<file path="src/rtl/debug_mode_pkg.sv">
// package: constants and states for the debug mode entry control
package debug_mode_pkg;

  // time the host holds the debug pin low after reset, in cycles
  localparam int unsigned PIN_HOLD_CYCLES = 5000;
  // clock period in ns at 200 MHz
  localparam int unsigned CLK_PERIOD_NS   = 5;
  // width of the post-reset low-level counter
  localparam int unsigned HOLD_CNT_W      = 13;
  // reset value of the mode state
  localparam logic [2:0]  MODE_RESET      = 3'h1;

  typedef enum logic [2:0] {
    MODE_RUN   = 3'h1,
    MODE_DEBUG = 3'h2,
    MODE_EXIT  = 3'h4
  } mode_t;

endpackage : debug_mode_pkg

</file>
<file path="src/rtl/pin_low_counter.sv">
// counts cycles that the debug pin stays low after reset release
`timescale 1ns/100ps
module pin_low_counter #(
  parameter int unsigned HOLD = debug_mode_pkg::PIN_HOLD_CYCLES,
  parameter int unsigned W    = debug_mode_pkg::HOLD_CNT_W
) (
  // clock and reset
  input  wire logic clk_sys,
  input  wire logic rst,
  // pin level and arming
  input  wire logic debug_pin_i,
  input  wire logic arm,
  // result
  output logic      hold_done
);

  logic [W-1:0] cnt_q;
  logic         active_q;

  always_ff @(posedge clk_sys) begin
    if (rst) begin
      cnt_q    <= '0;
      active_q <= 1'b0;
    end else if (arm) begin
      cnt_q    <= '0;
      active_q <= 1'b1;
    end else if (active_q) begin
      if (debug_pin_i) begin
        active_q <= 1'b0;
      end else if (cnt_q != W'(HOLD)) begin
        cnt_q <= cnt_q + W'(1);
      end
    end
  end

  always_ff @(posedge clk_sys) begin
    if (rst) begin
      hold_done <= 1'b0;
    end else begin
      hold_done <= active_q && (cnt_q == W'(HOLD));
    end
  end

endmodule : pin_low_counter

</file>
<file path="src/rtl/debug_mode_entry_control.sv">
// debug mode entry and behaviour control for the processor core
// Function
// - in debug mode fetch stops; only debugger-directed instructions execute
// - system clock keeps running in debug mode unless stop mode
// - enabled peripherals keep running in debug mode unless stop mode
// - entering debug mode leaves halt mode automatically
// - watchdog refreshed every cycle in debug mode when enabled
// - executing the breakpoint instruction enters debug mode
// - debug pin low in first cycle after reset release enters debug mode at once
`timescale 1ns/100ps
module debug_mode_entry_control #(
  parameter bit          LARGE_PACKAGE = 1'b1,
  parameter int unsigned HOLD_CYCLES   = debug_mode_pkg::PIN_HOLD_CYCLES
) (
  // clock and reset
  input  wire logic clk_sys,
  input  wire logic rst,
  // debug pin (input side only)
  input  wire logic debug_pin_i,
  // core status
  input  wire logic breakpoint_executed,
  input  wire logic halt_mode_i,
  input  wire logic stop_mode_i,
  input  wire logic wdt_enable_i,
  // debugger commands
  input  wire logic debugger_exec_req,
  input  wire logic debugger_exit_req,
  // controls to the core
  output logic      debug_mode,
  output logic      fetch_enable,
  output logic      exec_directed,
  output logic      halt_exit,
  output logic      sys_clk_enable,
  output logic      periph_enable,
  output logic      wdt_refresh,
  output logic      pin_hold_met
);

  debug_mode_pkg::mode_t state_q;
  debug_mode_pkg::mode_t state_d;
  logic                  rst_q;
  logic                  strap_entry;
  logic                  arm_hold;
  logic                  in_debug_d;

  // reset release is seen one cycle after rst falls
  always_ff @(posedge clk_sys) begin
    rst_q <= rst;
  end

  // pin sampled on first cycle after reset release
  assign strap_entry = LARGE_PACKAGE && rst_q && !rst && !debug_pin_i;
  assign arm_hold    = strap_entry;

  always_comb begin
    state_d = state_q;
    case (state_q)
      debug_mode_pkg::MODE_RUN: begin
        if (strap_entry || breakpoint_executed) begin
          state_d = debug_mode_pkg::MODE_DEBUG;
        end
      end
      debug_mode_pkg::MODE_DEBUG: begin
        if (debugger_exit_req) begin
          state_d = debug_mode_pkg::MODE_EXIT;
        end
      end
      debug_mode_pkg::MODE_EXIT: begin
        state_d = debug_mode_pkg::MODE_RUN;
      end
      default: begin
        state_d = debug_mode_pkg::MODE_RUN;
      end
    endcase
  end

  always_ff @(posedge clk_sys) begin
    if (rst) begin
      state_q <= debug_mode_pkg::mode_t'(debug_mode_pkg::MODE_RESET);
    end else begin
      state_q <= state_d;
    end
  end

  // core controls registered from next state
  assign in_debug_d = (state_d == debug_mode_pkg::MODE_DEBUG);

  always_ff @(posedge clk_sys) begin
    if (rst) begin
      debug_mode <= 1'b0;
    end else begin
      debug_mode <= in_debug_d;
    end
  end

  always_ff @(posedge clk_sys) begin
    if (rst) begin
      fetch_enable <= 1'b0;
    end else begin
      fetch_enable <= !in_debug_d;
    end
  end

  always_ff @(posedge clk_sys) begin
    if (rst) begin
      exec_directed <= 1'b0;
    end else begin
      exec_directed <= in_debug_d && debugger_exec_req;
    end
  end

  always_ff @(posedge clk_sys) begin
    if (rst) begin
      halt_exit <= 1'b0;
    end else begin
      halt_exit <= in_debug_d && halt_mode_i;
    end
  end

  always_ff @(posedge clk_sys) begin
    if (rst) begin
      wdt_refresh <= 1'b0;
    end else begin
      wdt_refresh <= in_debug_d && wdt_enable_i;
    end
  end

  // clock and peripherals gated only by stop mode
  always_ff @(posedge clk_sys) begin
    if (rst) begin
      sys_clk_enable <= 1'b1;
    end else begin
      sys_clk_enable <= !stop_mode_i;
    end
  end

  always_ff @(posedge clk_sys) begin
    if (rst) begin
      periph_enable <= 1'b1;
    end else begin
      periph_enable <= !stop_mode_i;
    end
  end

  // observe that the host kept the pin low long enough
  pin_low_counter #(
    .HOLD (HOLD_CYCLES),
    .W    (debug_mode_pkg::HOLD_CNT_W)
  ) u_hold (
    .clk_sys     (clk_sys),
    .rst         (rst),
    .debug_pin_i (debug_pin_i),
    .arm         (arm_hold),
    .hold_done   (pin_hold_met)
  );

endmodule : debug_mode_entry_control

</file>
<file path="config.mk">
export PLATFORM = sky130hd
export DESIGN_NAME = debug_mode_entry_control
export DESIGN_NICKNAME = d
export VERILOG_FILES = /design/src/rtl/debug_mode_pkg.sv /design/src/rtl/pin_low_counter.sv /design/src/rtl/debug_mode_entry_control.sv
export SDC_FILE = /design/constraint.sdc
export NUM_CORES = 1
export LEC_CHECK = 0
export BUFFER_PORTS_ARGS = -buffer_cell sky130_fd_sc_hd__buf_2
export CAP_MARGIN = 20
export CORE_ASPECT_RATIO = 1.4
export CORE_MARGIN = 2
export CORE_UTILIZATION = 54
export DETAILED_ROUTE_END_ITERATION = 8
export GPL_TIMING_DRIVEN = 0
export HOLD_SLACK_MARGIN = 0.03
export PLACE_DENSITY = 0.75
export SKIP_LAST_GASP = 1
export SYNTH_ARGS = -nofsm -noshare
export SYNTH_HDL_FRONTEND = slang
export SYNTH_SLANG_ARGS = --single-unit
</file>
<file path="constraint.sdc">
create_clock -name clk_sys -period 1.7 [get_ports clk_sys]
set_input_delay 0.34 -clock clk_sys [delete_from_list [all_inputs] [get_ports clk_sys]]
set_output_delay 0.34 -clock clk_sys [all_outputs]
set_load 0.1 [all_outputs]
</file>
-- Word-level counts from Yosys, hierarchy flattened
Cells that the tools add are included.
- $add $sub $neg: 1
- $mul: 0
- div/mod/pow operators: 0
- order comparisons: 0
- equality and inequality tests: 5
- shifts and indexed selects: 0
- muxes and demuxes: 6
- bitwise gates (word level): 1
- reduce and logical (&&, ||, !) cells: 13
- operators by type and width (operator ; number):
    13-bit by 1-bit adder with 13-bit output (second input constant) ; 1
    13-bit == test (second input constant) ; 1
    13-bit inequality test (second input constant) ; 1
    3-bit by 2-bit == test with 1-bit output (second input constant) ; 2
    1-bit logical AND ; 6
    3-bit two-way mux ; 2
    3-bit one-hot mux with 2 select lines ; 1
    1-bit logical NOT ; 4
    3-bit by 1-bit == test with 1-bit output (second input constant) ; 1
    1-bit two-way mux ; 3
    3-bit AND reduction ; 1
    2-bit OR reduction ; 1
    1-bit logical OR ; 1
    1-bit inverter ; 1
- flip-flop bits (word level): 25
- bits in latches: 0
- bits in writable memories: 0
- ROM bits: 0
- input port bits: 9
- output and inout port bits: 8
- logic and storage cells: 37
- memories: 0

-- Depth between registers and ports, before layout
- word-level depth: 8
- gate-level depth with buffers: 6
- mapped depth without buffers: 6

-- By module
A second synthesis with hierarchy kept.
- cells, all modules: 125
- area total of the unflattened synthesis: 1138.6 µm²
- by module, submodules not included (module ; instances ; cells each ; area an instance (µm²) ; sequential area each (µm²)):
    pin_low_counter ; 1 ; 92 ; 799.5 ; 300.3
    debug_mode_entry_control ; 1 ; 33 ; 339.1 ; 200.2

-- Worst setup path after synthesis
Ideal clock, no wire load.
- kind: register -> output
- start: register, netlist name periph_enable
- end: output port sys_clk_enable
- arrival: 1356 ps
- required time: 1360 ps
- path slack: 4 ps
- stages on the path, launching flop included: 2
- path buffers: 1
- cell sequence: dfxtp_1 buf_4
- RTL lines (what ; RTL line ; source):
    to (decl) ; debug_mode_entry_control.sv:33 ; output logic sys_clk_enable,

-- Worst setup path after layout
- start: register u_hold.cnt_q[0]
- end: register u_hold.cnt_q[0]
- cells in the longest elaborated chain, start to end: 2
- elaborated cells between the ends (all ways): 3
- classes of those cells: add/sub (1); eq/ne (1); reduce/logical (1)
- RTL lines (what ; RTL line ; source):
    from (decl) ; pin_low_counter.sv:17 ; logic [W-1:0] cnt_q;
    from (signal assigned) ; pin_low_counter.sv:31 ; cnt_q <= cnt_q + W'(1);
    branches (longest 2 deep; another with 13-bit by 1-bit adder with 13-bit output) ; n/a ;
Several ways; the timed one is not identified.
A chain may end at the register's enable or synchronous reset.

==> results.env <==
SYNTH_TOP_FLOP_CELL='dfxtp_1'
N_ANTENNA_CELL=0
ROUTE.FINAL.WIRE_LENGTH_MM=1.98
VIA_COUNT_OF_THE_FIRST_GLOBAL_ROUTING_PASS=784
DP_HPWL_MM=1.52
GRT_SETUP_UNREPAIRED='no'
CTS_HOLD_BUFFERS=0
ROUTE.TOP_LAYER_USED='met4'
HTREEDEPTH=1
MAX_CAP_VIOL_COUNT=0
YOSYSWARNINGS=0
POST_SYNTH_INST_COUNT=116
SYNTH.MOST_COMMON_CELL='dfxtp_1'
WORST_SETUP_HOLD_PATH_CLK_SLEW_NS=0.13
CLOCK_SINK_COUNT=25
GRT_ANTENNA_BEFORE_REPAIR=0
HOLD_VIOL_FINAL=0
POWER.IR.VDD_WORST_mV=0.768
SYNTH_TOP_AREA_SHARE=0.450
CLOCK_TREE_FROM_TRITONCTS='built'
TIMING.HOLD.WORST.CLASS='in2reg'
SYNTH.YOSYS.SEQ_AREA_SHARE=0.450
PRE_CTS_WS_NS=0.110
MAPPEDNETLISTAREA_UM2=1110
NUM_ROWS=19
DIE_HEIGHT_UM=57.7
COREAREA_UM2=1950
CLOCK.FMAX_MHz=623
START_KIND='flip-flop'
WIRE_LENGTH_OF_THE_FIRST_GLOBAL_ROUTING_PASS_MM=3.43
STATUS='complete, no violations'
TIMING.FINAL.MAX_SLEW_VIOLATIONS=0
DRT_FIRST_PASS_ITERS=4
DIEAREA_UM2=2440
SYN-NUM-NETS=127
FINAL.SETUP.WORST_SLACK_NS=0.0960
FLOORPLAN.DIE.WIDTH_UM=42.4
SYNTH_CELL_TYPES=36
AREA_GROW_SYN2LAYOUT_PCT=11.7
WL_MET2_MM=1.01
CRITICAL_PATH_REQUIRED_NS=1.91
SLOWEST_DELAY_NS=0.46
CP.ARRIVAL_NS=1.82
CTS_RESIZED=0
CRITICAL_PATH_CELL_BY_CELL='inv_1 > ha_1 > and4b_4 > a311oi_2 > xnor2_1 > nor2_1'
FINALWORSTPATHREQUIREDPERIOD_NS=1.60
MAXSLEWHEADROOM=0.676
CP-END-KIND='flip-flop'
LARGEST_NET_DEGREE_AT_THE_START_OF_GLOBAL_ROUTING=14
TIMING_WORST_SLEW_PIN_VALUE_NS=0.490
NUMBER_OF_SYNTHESIZED_FLOPS_WITH_AN_ENABLE_PIN=0
SYNTH_TOP_CELL_BY_AREA='dfxtp_1'
SYNTH-ASYNC-RESET-RATIO=0
SYNTH_TOP_CELLS_BY_AREA='dfxtp_1 (45%), xnor2_1 (6.3%), nor2_1 (4.7%)'
FINAL_NET_COUNT=147
VIA_PER_INST=5.30
POSTSYNTHREGISTERBITS=25
GRT.OVERFLOW.TOTAL=0
TRITONCTS.NUM_BUFFERS=3
SYNTHESIS.AREA_PER_INSTANCE_UM2=9.59
WIRELENGTH_MET1_UM=865
SKEW_NS=0.00193
GLOBAL_ROUTE.USAGE.TOTAL=0.183
SETUP-VIOLATIONS-FINAL=0
DRT.ANTENNA.VIOLATING_NETS=0
TIMING.FINAL.CRIT_SHARE=0.944
CRITICAL_PATH.N_BUFFERS_INVERTERS=1
CLOCK_INSERTION_DELAY_WORST_SKEW_NS=0.32
CRIT_SLOWEST_CELL='dfxtp_1'
IO_BUF_COUNT=15
DETAILED_PLACE.AREA_UM2=1210
GLOBALPLACE.CONGESTION=0.818
FLOORPLAN.INITIALDENSITY=0.571
TIMING_WORST_SETUP_PATH_TYPE='reg2reg'
REMAINING_DRC_ERRORS=0
POWER.DENSITY_CELL_AREA_nW_PER_UM2=827
ROOT_BUFFER='clkbuf_4'
MET3_LENGTH_UM=52
CTS_MAX_PATH_BUFFERS=2
DRT_FIRST_ITER_VIOLATIONS=15
FILLER_CELL_COUNT=163
CRITICAL_PATH_PEAK_FANOUT=6
WL_PER_CELL_UM=12.7
SYNTH.CELLS.MOST_FREQUENT='dfxtp_1 (25), nor2_1 (14), xnor2_1 (8), inv_1 (7)'
CRITICAL-PATH-TOP-DELAY-FAMILY='flip-flops'
LAYOUT-DRIVE-GT1-SHARE=0.244
DETAILROUTE.VIA_COUNT=827
POST-CTS-SETUP-BUFFERS=0
LEAKAGE_nW=0.463
FIN_TNS_SETUP_NS=0
LAYOUT.CELL_AREA.NON_FILLER_UM2=1240
TOP_LEVEL_PORTS=17
placed cells by master, fill, tap and decap left out, drive strengths merged, types with 2 or more instances in the layout:
cell type and instances:
nor3 5, dfxtp 25, ha 2, inv 7
nand4 3, nand4b 2, o21ai 4, nand2 4
nor2b 3, xor2 2, clkbuf 6, a21oi 4
nor2 14, nor4 5, and2 3, xnor2 8
nand3 6, nand2b 2, buf 18, a21boi 2
routing by layer:
metal | up-vias | track usage
li1 | 435 | -
met1 | 376 | 0.214
met2 | 11 | 0.319
met3 | 5 | 0.0218
met4 | 0 | 0.107
met5 | - | 0
worst paths after layout:
kind                        start         endpoint  slack (ns)  cells after the start
setup / recovery  u_hold.cnt_q[0]  u_hold.cnt_q[0]         0.1                      6
hold / removal                rst            rst_q        0.12                      1
setup reg to reg  u_hold.cnt_q[0]  u_hold.cnt_q[0]         0.1                      6
hold reg to reg        state_q[2]     fetch_enable        0.50                      2
worst register-to-register path, cell delays in order (launching register included):
cell and delay [ns]:
dfxtp_1 0.46, inv_1 0.07, ha_1 0.19, and4b_4 0.21, a311oi_2 0.35, xnor2_1 0.16
nor2_1 0.05
cell families (layout without fill, tap and decap cells):
| family | after synthesis | after routing | share of synthesized area |
|---|---|---|---|
| compound gates | 13 | 13 | 0.0765 |
| buf+inv | 12 | 31 | 0.0529 |
| simple gates | 54 | 54 | 0.319 |
| xor+xnor | 10 | 10 | 0.0787 |
| flops | 25 | 25 | 0.450 |
| fa+ha+maj | 2 | 2 | 0.0225 |
state kept, by name, indices dropped and copies added (netlist names):
signal and cells:
wdt_refresh 1, u_hold.hold_done 1, halt_exit 1, rst_q 1, periph_enable 1, exec_directed 1
fetch_enable 1, u_hold.cnt_q 13, u_hold.active_q 1, debug_mode 1, state_q 3
power by group:
group	internal, mW	switching (mW)	leakage, nW
Combinational	0.0357	0.115	0.245
Clock	0.0921	0.175	0.0150
Sequential	0.603	0.00713	0.204
area by class of cell:
cell class              instances  area [um2]  area share
multi-input cells              79         556       0.447
well taps                      21        26.3      0.0211
repair buffers                 15        75.1      0.0604
inverters                       7        26.3      0.0211
clock buffers                   4        26.3      0.0211
flip-flops and latches         25         500       0.403
plain buffers                   5        32.5      0.0262
stage by stage:
stage / total power [mW] / utilization / instances / hold WS [ns]
after floorplan: 0.747 / - / 116 / 0.368
after global placement: 0.773 / 0.623 / 152 / 0.455
after detailed placement: 0.775 / 0.623 / 152 / 0.458
after CTS: 1.03 / 0.636 / 156 / 0.122
after global routing: 1.06 / 0.637 / 156 / 0.132
final: 1.03 / 0.637 / 156 / 0.119
Note: power is estimated with default switching activity, not from simulation.
